$ cat config.mk
export PLATFORM = sky130hd
export DESIGN_NAME = dis_top
export DESIGN_NICKNAME = d
export VERILOG_FILES = /design/src/rtl/dis_top.v
export VERILOG_INCLUDE_DIRS = /design/src /design/src/inc
export SDC_FILE = /design/constraint.sdc
export NUM_CORES = 2
export LEC_CHECK = 0
export ABC_AREA = 1
export BUFFER_PORTS_ARGS = -buffer_cell sky130_fd_sc_hd__buf_2
export CAP_MARGIN = 20
export CORE_MARGIN = 1
export CORE_UTILIZATION = 65
export CTS_CLUSTER_SIZE = 40
export DETAILED_ROUTE_END_ITERATION = 12
export GPL_TIMING_DRIVEN = 0
export PLACE_DENSITY = 0.88
export SETUP_SLACK_MARGIN = 0.4
export SKIP_CTS_REPAIR_TIMING = 1
export SYNTH_ARGS = -nofsm -noshare
export SYNTH_HDL_FRONTEND = slang
export SYNTH_SLANG_ARGS = --single-unit
$ cat constraint.sdc
create_clock -name clk -period 149.6 [get_ports clk]
set_input_delay 7.48 -clock clk [delete_from_list [all_inputs] [get_ports clk]]
set_output_delay 7.48 -clock clk [all_outputs]
set_load 0.02 [all_outputs]
$ cat src/inc/dis_defs.vh
// register offsets, field positions, reset values and constants for the drive input scaling block
`ifndef DIS_DEFS_VH
`define DIS_DEFS_VH
`define DIS_OFF_IN2_SCALE 12'h000
`define DIS_OFF_IN3_SCALE 12'h004
`define DIS_OFF_IN4_SCALE 12'h008
`define DIS_OFF_SREF_SCALE 12'h00C
`define DIS_OFF_OUT1_SCALE 12'h010
`define DIS_OFF_ENC_SCALE 12'h014
`define DIS_OFF_CONFIG 12'h018
`define DIS_OFF_STATUS 12'h01C
`define DIS_OFF_CONTROL 12'h020
`define DIS_SCALE_RST 11'h3E8
`define DIS_SCALE_MAX 11'h7CF
`define DIS_SCALE_DIV 32'h000003E8
`define DIS_ENC_SCALE_RST 16'h01A2
`define DIS_CFG_SRC_SEL 0
`define DIS_CFG_CUR_SEL 1
`define DIS_CFG_INV_SEL 2
`define DIS_CFG_OFS_SEL 3
`define DIS_CFG_IN34_INV 4
`define DIS_CFG_LOGIC_DIS 5
`define DIS_CFG_RST 6'h08
`define DIS_ST_PERMIT 0
`define DIS_ST_INCH_REV 1
`define DIS_ST_INCH_FWD 2
`define DIS_ST_RUN_REV 3
`define DIS_ST_RUN_FWD 4
`define DIS_ST_REF_ON 5
`define DIS_ST_TRIP 6
`define DIS_CTL_REF_CLR 0
`define DIS_CTL_TRIP_CLR 1
`define DIS_OPEN_LOOP_UA 32'h00000DAC
`define DIS_FULL_LOOP_UA 32'h00004E20
`define DIS_OFS_LOOP_UA 32'h00000FA0
`define DIS_ENC_DIV 32'h000F4240
`endif

$ cat src/rtl/dis_top.v
// drive input scaling, reference selection, current loop and logic input handling
//
// Our own choices: the APB register port and the address map.
`timescale 1ns/10ps
`include "dis_defs.vh"
// =========================================
// Overview of operation
// - scale general analogue inputs by value/1000
// - speed reference scaled by reference scale/1000
// - analogue output scaled by own value/1000
// - encoder scale default for 1024 lines, 1750rpm
// - selector 0 analogue, 1 encoder reference
// - speed input voltage or current loop
// - decode four current modes, offset default 1
// - trip below 3.5mA in offset modes
// - invert bit flips inputs 3 and 4
// - monitored inputs 3, 4 keep terminal polarity
// - start only while permit input active
// - permit loss forces pre-ramp reference zero
// - permit loss stops unless ramp hold
// - input one inch reverse when logic enabled
// - input two inch forward when logic enabled
// - input three run reverse when logic enabled
// - input four run forward when logic enabled
// - run input latches reference-on flag
// - status bits follow inputs, routing free
// - logic disable defaults 0, 1 user programs
// =========================================
// register map, one aligned 32-bit word each
// 0x00 analogue input 2 scale, thousandths, 0..1999
// 0x04 analogue input 3 scale
// 0x08 analogue input 4 scale
// 0x0C speed reference scale
// 0x10 analogue output 1 scale
// 0x14 encoder scale, 16 bits
// 0x18 config: b0 encoder source, b1 current input, b2 loop invert
//      b3 4mA offset, b4 inputs 3/4 invert, b5 normal logic off
// 0x1C status: b0 permit, b1..b4 logic inputs, b5 ref on, b6 trip
// 0x20 control, write only: b0 clear ref on, b1 clear trip
// unmapped or unaligned addresses answer with slverr
// no wait states, ready in the first access cycle; analogue outputs lag their analogue inputs one cycle
// logic inputs reach the commands three cycles after the pin
module dis_top #(
	parameter DW = 11,
	parameter LOOP_W = 16
) (
	input wire clk,
	input wire sys_rst,
	input wire [11:0] paddr,
	input wire psel,
	input wire penable,
	input wire pwrite,
	input wire [31:0] pwdata,
	output reg [31:0] prdata,
	output reg pready,
	output reg pslverr,
	input wire signed [DW-1:0] analog_in2,
	input wire signed [DW-1:0] analog_in3,
	input wire signed [DW-1:0] analog_in4,
	input wire signed [DW-1:0] speed_in_volt,
	input wire [LOOP_W-1:0] speed_loop_ua,
	input wire signed [DW-1:0] encoder_socket_rate,
	input wire signed [DW-1:0] analog_out1_src,
	input wire start_permit_in,
	input wire logic_in_inch_rev,
	input wire logic_in_inch_fwd,
	input wire logic_in_run_rev,
	input wire logic_in_run_fwd,
	input wire ramp_hold,
	output reg signed [DW-1:0] analog_in2_dst,
	output reg signed [DW-1:0] analog_in3_dst,
	output reg signed [DW-1:0] analog_in4_dst,
	output reg signed [DW-1:0] analog_in3_mon,
	output reg signed [DW-1:0] analog_in4_mon,
	output reg signed [DW-1:0] speed_ref_mon,
	output reg signed [DW-1:0] pre_ramp_ref,
	output reg signed [DW-1:0] analog_out1,
	output reg speed_input_current_mode,
	output reg open_loop_trip,
	output reg start_enable,
	output reg motor_stop,
	output reg inch_rev_cmd,
	output reg inch_fwd_cmd,
	output reg run_rev_cmd,
	output reg run_fwd_cmd,
	output reg ref_on
);
	// signal range and current loop constants
	localparam signed [DW-1:0] SMAX = {1'b0, {(DW-1){1'b1}}};
	localparam signed [DW-1:0] SMIN = {1'b1, {(DW-1){1'b0}}};
	localparam [31:0] LOOP_FULL = `DIS_FULL_LOOP_UA;
	localparam [31:0] LOOP_OPEN = `DIS_OPEN_LOOP_UA;
	localparam [31:0] LOOP_OFS = `DIS_OFS_LOOP_UA;
	localparam [31:0] LOOP_SPAN_OFS = `DIS_FULL_LOOP_UA - `DIS_OFS_LOOP_UA;
	localparam [31:0] REF_FULL = `DIS_SCALE_DIV;
	localparam signed [31:0] ENC_DIV = `DIS_ENC_DIV;

	// product of an 11-bit signal and an 11-bit scale fits 32 bits
	// signed scale by s/1000, truncate toward zero, saturate
	function signed [DW-1:0] scale_sat;
		input signed [DW-1:0] v;
		input [10:0] s;
		reg signed [31:0] p;
		reg signed [31:0] q;
		begin
			p = v * $signed({1'b0, s});
			q = p / $signed(`DIS_SCALE_DIV);
			if (q > $signed({{(33-DW){1'b0}}, SMAX[DW-2:0]}))
				scale_sat = SMAX;
			else if (q < -$signed({{(33-DW){1'b0}}, SMAX[DW-2:0]}) - 32'sd1)
				scale_sat = SMIN;
			else
				scale_sat = q[DW-1:0];
		end
	endfunction

	// clip a scale write to the legal 0..1999 range
	function [10:0] clip_scale;
		input [31:0] w;
		begin
			if (w[31:0] > {21'h0, `DIS_SCALE_MAX})
				clip_scale = `DIS_SCALE_MAX;
			else
				clip_scale = w[10:0];
		end
	endfunction

	// polarity flip that keeps the most negative code in range
	function signed [DW-1:0] neg_sat;
		input signed [DW-1:0] v;
		begin
			if (v == SMIN)
				neg_sat = SMAX;
			else
				neg_sat = -v;
		end
	endfunction

	// =========================================
	// register file
	// configuration and scale storage
	reg [10:0] in2_scale_r, in3_scale_r, in4_scale_r, sref_scale_r, out1_scale_r;
	reg [15:0] enc_scale_r;
	reg [5:0] cfg_r;
	// sticky flags and input stages
	reg ref_on_r;
	reg trip_r;
	reg [4:0] sync1_r, sync2_r;
	// bus phase and address decode
	wire setup_ph = psel & ~penable;
	wire access_ph = psel & penable;
	wire wr_en = access_ph & pwrite & pready;
	wire rd_en = setup_ph & ~pwrite;
	wire map_hit = (paddr <= `DIS_OFF_CONTROL) & (paddr[1:0] == 2'b00);
	wire ctl_hit = (paddr == `DIS_OFF_CONTROL);
	wire [10:0] wr_scale = clip_scale(pwdata);
	wire [6:0] status_w = {trip_r, ref_on_r, sync2_r};

	// apb slave: no wait states, unmapped answers slverr
	always @(posedge clk) begin
		if (sys_rst) begin
			pready <= 1'b0;
			pslverr <= 1'b0;
			prdata <= 32'h00000000;
			in2_scale_r <= `DIS_SCALE_RST;
			in3_scale_r <= `DIS_SCALE_RST;
			in4_scale_r <= `DIS_SCALE_RST;
			sref_scale_r <= `DIS_SCALE_RST;
			out1_scale_r <= `DIS_SCALE_RST;
			enc_scale_r <= `DIS_ENC_SCALE_RST;
			cfg_r <= `DIS_CFG_RST;
		end else begin
			pready <= setup_ph;
			pslverr <= setup_ph & ~map_hit;
			// read data is captured in the setup cycle and stands with pready
			if (rd_en) begin
				case (paddr)
				`DIS_OFF_IN2_SCALE: prdata <= {21'h0, in2_scale_r};
				`DIS_OFF_IN3_SCALE: prdata <= {21'h0, in3_scale_r};
				`DIS_OFF_IN4_SCALE: prdata <= {21'h0, in4_scale_r};
				`DIS_OFF_SREF_SCALE: prdata <= {21'h0, sref_scale_r};
				`DIS_OFF_OUT1_SCALE: prdata <= {21'h0, out1_scale_r};
				`DIS_OFF_ENC_SCALE: prdata <= {16'h0, enc_scale_r};
				`DIS_OFF_CONFIG: prdata <= {26'h0, cfg_r};
				`DIS_OFF_STATUS: prdata <= {25'h0, status_w};
				default: prdata <= 32'h00000000;
				endcase
			end
			// writes land at the access edge with ready high
			if (wr_en) begin
				case (paddr)
				`DIS_OFF_IN2_SCALE: in2_scale_r <= wr_scale;
				`DIS_OFF_IN3_SCALE: in3_scale_r <= wr_scale;
				`DIS_OFF_IN4_SCALE: in4_scale_r <= wr_scale;
				`DIS_OFF_SREF_SCALE: sref_scale_r <= wr_scale;
				`DIS_OFF_OUT1_SCALE: out1_scale_r <= wr_scale;
				`DIS_OFF_ENC_SCALE: enc_scale_r <= pwdata[15:0];
				`DIS_OFF_CONFIG: cfg_r <= pwdata[5:0];
				default: ;
				endcase
			end
		end
	end

	// =========================================
	// logic input synchronisers
	// only the second stage is read; the first may settle late
	wire [4:0] raw_in = {logic_in_run_fwd, logic_in_run_rev, logic_in_inch_fwd,
		logic_in_inch_rev, start_permit_in};
	genvar gi;
	generate
		for (gi = 0; gi < 5; gi = gi + 1) begin : g_sync
			always @(posedge clk) begin
				if (sys_rst) begin
					sync1_r[gi] <= 1'b0;
					sync2_r[gi] <= 1'b0;
				end else begin
					sync1_r[gi] <= raw_in[gi];
					sync2_r[gi] <= sync1_r[gi];
				end
			end
		end
	endgenerate

	// =========================================
	// speed reference path
	wire logic_en = ~cfg_r[`DIS_CFG_LOGIC_DIS];
	wire offset_mode = cfg_r[`DIS_CFG_OFS_SEL];
	wire loop_inv = cfg_r[`DIS_CFG_INV_SEL];
	wire cur_mode = cfg_r[`DIS_CFG_CUR_SEL];
	wire src_enc = cfg_r[`DIS_CFG_SRC_SEL];
	wire in34_inv = cfg_r[`DIS_CFG_IN34_INV];
	reg signed [DW-1:0] loop_val;
	reg signed [DW-1:0] speed_sel;
	reg signed [DW-1:0] enc_ref;
	reg [31:0] ua;
	reg [31:0] span;
	reg [31:0] frac;
	reg signed [31:0] ep;

	// current loop decode to a unipolar reference
	// offset modes floor at 4mA so the reading never goes negative
	always @* begin
		ua = {{(32-LOOP_W){1'b0}}, speed_loop_ua};
		if (ua > LOOP_FULL)
			ua = LOOP_FULL;
		span = offset_mode ? LOOP_SPAN_OFS : LOOP_FULL;
		if (offset_mode & (ua < LOOP_OFS))
			ua = LOOP_OFS;
		frac = ((ua - (offset_mode ? LOOP_OFS : 32'h0)) * REF_FULL) / span;
		if (loop_inv)
			frac = REF_FULL - frac;
		loop_val = frac[DW-1:0];
	end

	// encoder rate times scale, in millionths
	// clamp keeps a fast encoder from wrapping the reference
	always @* begin
		ep = encoder_socket_rate * $signed({16'h0, enc_scale_r});
		ep = ep / ENC_DIV;
		if (ep > 32'sd1000)
			enc_ref = 11'sd1000;
		else if (ep < -32'sd1000)
			enc_ref = -11'sd1000;
		else
			enc_ref = ep[DW-1:0];
	end

	// choose reference source
	always @* begin
		if (src_enc)
			speed_sel = enc_ref;
		else if (cur_mode)
			speed_sel = loop_val;
		else
			speed_sel = speed_in_volt;
	end

	// =========================================
	// scaled values ahead of the output registers
	wire permit_s = sync2_r[`DIS_ST_PERMIT];
	wire signed [DW-1:0] in3_pol = in34_inv ? neg_sat(analog_in3) : analog_in3;
	wire signed [DW-1:0] in4_pol = in34_inv ? neg_sat(analog_in4) : analog_in4;
	wire signed [DW-1:0] in2_scaled = scale_sat(analog_in2, in2_scale_r);
	wire signed [DW-1:0] in3_scaled = scale_sat(in3_pol, in3_scale_r);
	wire signed [DW-1:0] in4_scaled = scale_sat(in4_pol, in4_scale_r);
	wire signed [DW-1:0] sref_scaled = scale_sat(speed_sel, sref_scale_r);
	wire signed [DW-1:0] out1_scaled = scale_sat(analog_out1_src, out1_scale_r);

	// =========================================
	// scaled outputs and monitors
	always @(posedge clk) begin
		if (sys_rst) begin
			analog_in2_dst <= {DW{1'b0}};
			analog_in3_dst <= {DW{1'b0}};
			analog_in4_dst <= {DW{1'b0}};
			analog_in3_mon <= {DW{1'b0}};
			analog_in4_mon <= {DW{1'b0}};
			speed_ref_mon <= {DW{1'b0}};
			pre_ramp_ref <= {DW{1'b0}};
			analog_out1 <= {DW{1'b0}};
			speed_input_current_mode <= 1'b0;
		end else begin
			analog_in2_dst <= in2_scaled;
			analog_in3_dst <= in3_scaled;
			analog_in4_dst <= in4_scaled;
			analog_in3_mon <= analog_in3;
			analog_in4_mon <= analog_in4;
			speed_ref_mon <= speed_sel;
			pre_ramp_ref <= permit_s ? sref_scaled : {DW{1'b0}};
			analog_out1 <= out1_scaled;
			speed_input_current_mode <= cur_mode;
		end
	end

	// =========================================
	// trip, permit and logic commands
	wire ref_clr = wr_en & ctl_hit & pwdata[`DIS_CTL_REF_CLR];
	wire trip_clr = wr_en & ctl_hit & pwdata[`DIS_CTL_TRIP_CLR];
	wire trip_set = cur_mode & offset_mode & ~src_enc &
		({{(32-LOOP_W){1'b0}}, speed_loop_ua} < LOOP_OPEN);
	wire run_req = logic_en & (sync2_r[`DIS_ST_RUN_REV] | sync2_r[`DIS_ST_RUN_FWD]);

	// sticky trip and reference-on latch, set beats clear
	// reference-on also drops as soon as the permit goes away
	always @(posedge clk) begin
		if (sys_rst) begin
			trip_r <= 1'b0;
			ref_on_r <= 1'b0;
		end else begin
			if (trip_set)
				trip_r <= 1'b1;
			else if (trip_clr)
				trip_r <= 1'b0;
			if (run_req & sync2_r[`DIS_ST_PERMIT])
				ref_on_r <= 1'b1;
			else if (ref_clr | ~sync2_r[`DIS_ST_PERMIT])
				ref_on_r <= 1'b0;
		end
	end

	// permit, stop and trip outputs
	always @(posedge clk) begin
		if (sys_rst) begin
			open_loop_trip <= 1'b0;
			start_enable <= 1'b0;
			motor_stop <= 1'b1;
		end else begin
			open_loop_trip <= trip_r;
			start_enable <= sync2_r[`DIS_ST_PERMIT] & ~trip_r;
			motor_stop <= ~sync2_r[`DIS_ST_PERMIT] & ~ramp_hold;
		end
	end

	// logic commands, gated by the normal-logic enable
	always @(posedge clk) begin
		if (sys_rst) begin
			inch_rev_cmd <= 1'b0;
			inch_fwd_cmd <= 1'b0;
			run_rev_cmd <= 1'b0;
			run_fwd_cmd <= 1'b0;
			ref_on <= 1'b0;
		end else begin
			inch_rev_cmd <= logic_en & sync2_r[`DIS_ST_INCH_REV];
			inch_fwd_cmd <= logic_en & sync2_r[`DIS_ST_INCH_FWD];
			run_rev_cmd <= logic_en & sync2_r[`DIS_ST_RUN_REV];
			run_fwd_cmd <= logic_en & sync2_r[`DIS_ST_RUN_FWD];
			ref_on <= ref_on_r;
		end
	end
endmodule // dis_top

### After elaboration in Yosys (flattened, before gate mapping)

Index checks and enable logic that the tools add are counted.

| storage, ports and cells | value |
|---|---|
| bits in registers | 220 |
| bits of input ports | 137 |
| word-level logic and storage cells | 167 |

| cells by class | value |
|---|---|
| add/subtract/negate cells | 4 |
| $mul | 7 |
| divide/modulo/power cells | 7 |
| magnitude comparators | 17 |
| equal/unequal tests | 10 |
| mux-type cells | 29 |
| bitwise logic cells | 32 |
| reduce and logical (&&, ||, !) cells | 17 |

Operators with widths:

| kind | count |
|---|---|
| $gt A32 B11 Y1 const B | 7 |
| $lt A32 B11 Y1 const B | 6 |
| $mux W11 | 15 |
| $div A32 B11 Y32 const B | 5 |
| $pmux W16 S8 | 1 |
| $mul A11 B12 Y23 | 5 |
| $mux W10 | 5 |
| $eq A12 B5 Y1 const B | 4 |
| $div A32 B21 Y32 const B | 1 |
| $div A32 B32 Y32 | 1 |
| $lt A32 B12 Y1 const B | 1 |
| $mul A32 B7 Y29 const B | 1 |
| $mux W32 | 1 |
| $sub A32 B12 Y32 | 1 |
| $mul A11 B17 Y28 | 1 |
| $eq A12 B4 Y1 const B | 2 |
| $and A1 B1 Y1 | 22 |
| $eq A11 B11 Y1 const B | 2 |
| $neg A11 Y11 | 2 |
| $gt A16 B15 Y1 const B | 1 |
| $lt A16 B12 Y1 const B | 1 |
| $mux W16 | 1 |
| $mux W15 | 1 |
| $reduce_and A2 Y1 | 7 |
| 13 further kinds | 29 |

### Depth between registers and ports, before layout

| depth | value |
|---|---|
| word-level depth | 17 |
| gate-level depth with buffers | 410 |

### Worst setup path before layout

Ideal clock, no wire load.

| timing | value |
|---|---|
| path type | input to register |
| from | in speed_loop_ua[12] |
| to | reg pre_ramp_ref[9] |
| library setup time | 0.069 ns |
| arrival | 58.118 ns |
| slack | 91.413 ns |
| stages | 372 |
| buffers on the path | 15 |
| cell sequence | inv_2 nand2_2 nor2_1 nand4_1 nand3_2 nand2_4 a21oi_1 inv_1 nand3_1 inv_1 ha_1 ha_1 or2_2 o21ai_0 nand2_1 o21ai_0 a211o_1 xor2_1 (+336 left out) nand2_1 nand2_1 nand3_2 nand2_1 inv_2 ha_1 nor3b_2 inv_2 nor2_2 nand2_1 nand2_1 nand2_1 nand4_1 nor2_2 nand3_2 nand2_4 nand2_1 o21ai_1 |

| on the way | value |
|---|---|
| longest elaborated chain between the ends | 17 |
| elaborated cells between the ends (all ways) | 18 |
| those cells by class | add/sub: 2; mul: 2; div: 2; order compare: 4; mux: 7; bitwise: 1 |

RTL lines:

| element | line | RTL |
|---|---|---|
| from (decl) | dis_top.v:61 | `input wire [LOOP_W-1:0] speed_loop_ua,` |
| $gt A16 B15 Y1 | dis_top.v:245 | `if (ua > LOOP_FULL)` |
| $mux W16 (*) | dis_top.v:245 |  |
| $lt A32 B12 Y1 | dis_top.v:248 | `if (offset_mode & (ua < LOOP_OFS))` |
| $and A1 B1 Y1 | dis_top.v:248 |  |
| $mux W32 (*) | dis_top.v:248 |  |
| $sub A32 B12 Y32 (*) | dis_top.v:250 | `frac = ((ua - (offset_mode ? LOOP_OFS : 32'h0)) * REF_FULL) / span;` |
| $mul A32 B7 Y29 (*) | dis_top.v:250 |  |
| $div A32 B32 Y32 (*) | dis_top.v:250 |  |
| (+2 left out) | n/a |  |
| $mux W11 (*) | dis_top.v:273 | `else if (cur_mode)` |
| $mux W11 (*) | dis_top.v:271 | `if (src_enc)` |
| via speed_sel[10] | dis_top.v:234 | `reg signed [DW-1:0] speed_sel;` |
| $mul A11 B12 Y23 (*) | dis_top.v:106 | `p = v * $signed({1'b0, s});` |
| $div A32 B11 Y32 (*) | dis_top.v:107 | `` q = p / $signed(`DIS_SCALE_DIV); `` |
| $lt A32 B11 Y1 | dis_top.v:110 | `else if (q < -$signed({{(33-DW){1'b0}}, SMAX[DW-2:0]}) - 32'sd1)` |
| $mux W11 | dis_top.v:110 |  |
| $mux W10 (*) | dis_top.v:108 | `if (q > $signed({{(33-DW){1'b0}}, SMAX[DW-2:0]}))` |
| to (signal assigned) | dis_top.v:300 | `pre_ramp_ref <= {DW{1'b0}};` |
| to (signal assigned) | dis_top.v:310 | `pre_ramp_ref <= permit_s ? sref_scaled : {DW{1'b0}};` |
| to (decl) | dis_top.v:76 | `output reg signed [DW-1:0] pre_ramp_ref,` |

The timed path passes the listed nets; every way through them passes the cells marked *.
A chain may end at the register's enable or synchronous reset.

### Worst setup path after layout

| timing | value |
|---|---|
| from | in speed_loop_ua[12] |
| to | reg pre_ramp_ref[2] |

Same word-level chain as after synthesis.

==> reports/results.txt <==
Status: finished clean
Post-route DRC: 0
Hold_sp: sync1_r[0]
Drt initial violations: 5,689
Most frequent CP cell: nand2_1
Hold Path End: permit_s
Hold Fails Final Rpt: 0
Total grt overflow: 0
Vias/cell: 5.56
Most frequent cells after synthesis: nand2_1, inv_1, nor2_1, nand3_1, fa_1
Setup crit end kind: flop
First-pass GRT wire length: 344 mm
Worst reg2reg path depth: 362
Average cell area after synthesis: 6.53 um^2
Sequential area share after synthesis: 5.54%
Worst Tran Pin Value: 1.20 ns
Post-synth EDFFs: 0
Highest-delay cell along the critical path: fa_1
Final Skew: 0.0310 ns
Vias in the first global route: 71,000
Largest stage delay, worst path: 0.54 ns
Synth cell types: 90
Gate Count Post-Synth: 11,300
Unrepaired setup endpoints after global routing: no
Finished Core Util: 69.2%
Placed inst area: 0.0769 mm^2
Area share of the largest cell type after synthesis: 16.9%
Ys async rst share: 0%
Core area: 0.112 mm^2
Detail Route Antenna Nets: 0
Relative slew slack: 19.0%
Req. time, crit path: 150.09 ns
Crit Reg-Reg Endpoint: pre_ramp_ref[2]
Most used flip-flop cell after synthesis: dfxtp_1
DR vias: 72,900
Ports: 268
CTS Sinks: 204
Worst-path fanout max: 10
Crit Path Class: primary input to flop
Post-route setup slack: 80.78 ns
Slew Limit Fails: 0
Largest net degree at the start of global routing: 45
Gpl congestion: 1.01
H-tree Lvls: 1
Die Wd: 339 um
Most common cell in the netlist: nand2_1
Pre-CTS WS: 80.99 ns
Nets: 12,900
Initial antenna violation count: 18
Worst reg2reg startpoint: cfg_r[3]
CTS root buffer: clkbuf_16
Peak Freq: 0.0145 GHz
Layout cells sized above 1: 12.6%
HP Class: flop to flop
Die height: 339 um
MaxCap Viol Count: 0
Maximum buffer depth of the clock tree: 3
DR pass1 iterations: 6
Avg WL per Cell: 16.1 um
CP Data Arrival Time: 69.31 ns
Setup_tns: 0 ns
Skew-Pair Late Insertion Delay: 0.62 ns
Min Clock Period, post-route: 68.82 ns
Port-buffer cells: 240
Ranking of synthesized cells by area: fa_1, nand2_1, inv_1
Fin area: 0.0778 mm^2
Detailed Route WL: 211 mm
Die area: 0.115 mm^2
Dpl hpwl: 179 mm
Worst-path clk slew: 0.06 ns
CTS tree: done
Synth warn: 0
Setup Viol. Count Final: 0
Worst Setup Start Kind: primary input
Synthesized flop and latch total: 204
WHS Path Cells: 2
Yosys top cell by area: fa_1
Synth Cell Area: 0.0737 mm^2
Final Cycle Share: 46.0%
R2R setup slack: 85.91 ns
Row cnt: 123
Initial Util: 65.5%
Area Overhead vs Synth: 5.60%
CTS Buf Count: 24
GRT Overall Usage: 36.1%
==> final cells by class <==
class | instances | area (um^2)
antenna | 7 | 17.5
buffer | 236 | 1330
clock buffer | 27 | 612
clock inverter | 16 | 239
fill | 9664 | 34600
inverter | 2364 | 8940
multi-input combinational | 8498 | 59400
sequential | 204 | 4090
tap | 1500 | 1880
timing repair buffer | 249 | 1310
==> layout by cell type, fill, tap and decap left out, types with 43 or more instances in the layout <==
cell      netlist  final
a21oi_1       414    414
buf_2           0    243
clkbuf_1      169    172
dfxtp_1       204    203
fa_1          622    622
ha_1          609    609
inv_1        2229   2228
inv_2          75     75
nand2_1      2518   2518
nand2_2       304    304
nand2_4       173    173
nand3_1       641    641
nand3_2       128    128
nand3_4        57     57
nand3b_1       63     63
nand4_1       176    176
nor2_1       1043   1043
nor2_2        153    153
nor2_4         66     66
nor3_1        147    147
nor4_1         44     43
o21ai_0       287    287
o21ai_1        44     44
o21bai_1       54     54
or2_2          54     54
xnor2_1       128    128
xor2_1        466    466
==> cell families (layout without fill, tap and decap cells) <==
group           count (synthesis)  after routing  synth area share (%)
compound gates               1000           1000                  7.78
xor+xnor                      598            598                  7.14
fa+ha+maj                    1231           1231                  27.2
buf+inv                      2600           2892                  13.9
flops                         204            204                  5.54
other cells                     2             24                0.0102
simple gates                 5652           5652                  38.4
==> state kept, by name (all words and copies together), names as in the netlist, 11 cells and up <==
register / cells
in3_scale_r: 11
out1_scale_r: 11
in2_scale_r: 11
pre_ramp_ref: 11
enc_scale_r: 16
prdata: 16
analog_in4_dst: 11
analog_in3_mon: 11
speed_ref_mon: 11
analog_in4_mon: 11
analog_out1: 11
in4_scale_r: 11
analog_in2_dst: 11
sref_scale_r: 11
analog_in3_dst: 11
==> worst max path at each step <==
stage	start	slack, ns	end	cells after the start
2_1_floorplan	speed_loop_ua[12]	91.41	pre_ramp_ref[9]	372
3_3_place_gp	speed_loop_ua[12]	81.85	pre_ramp_ref[2]	362
3_5_place_dp	speed_loop_ua[12]	80.99	pre_ramp_ref[2]	362
4_1_cts	speed_loop_ua[12]	81.42	pre_ramp_ref[2]	362
5_1_grt	speed_loop_ua[12]	75.63	pre_ramp_ref[2]	371
6_report	speed_loop_ua[12]	80.78	pre_ramp_ref[2]	366
==> stage by stage <==
step | hold WS (ns) | cells
6_report | 0.408 | 13100
5_1_grt | 0.442 | 13100
4_1_cts | 0.406 | 13100
3_5_place_dp | 0.397 | 13000
3_3_place_gp | 0.400 | 13000
2_1_floorplan | 0.388 | 11300
==> metal layers <==
metal	vias up	GRT usage [%]	wire length [um]
li1	35400	-	-
met1	33900	45.0	85100
met2	2846	60.7	97100
met3	626	7.50	19100
met4	22	15.0	9380
met5	-	0	184
==> critical path, delay by kind of cell <==
kind	cells	cell delay (ns)
compound gates	47	11.20
xor+xnor	9	1.72
fa+ha+maj	33	12.20
buf+inv	66	8.00
simple gates	211	28.51
Power is not shown: default switching activity piles up to over one toggle a cycle in this logic, so the estimate is an artifact.
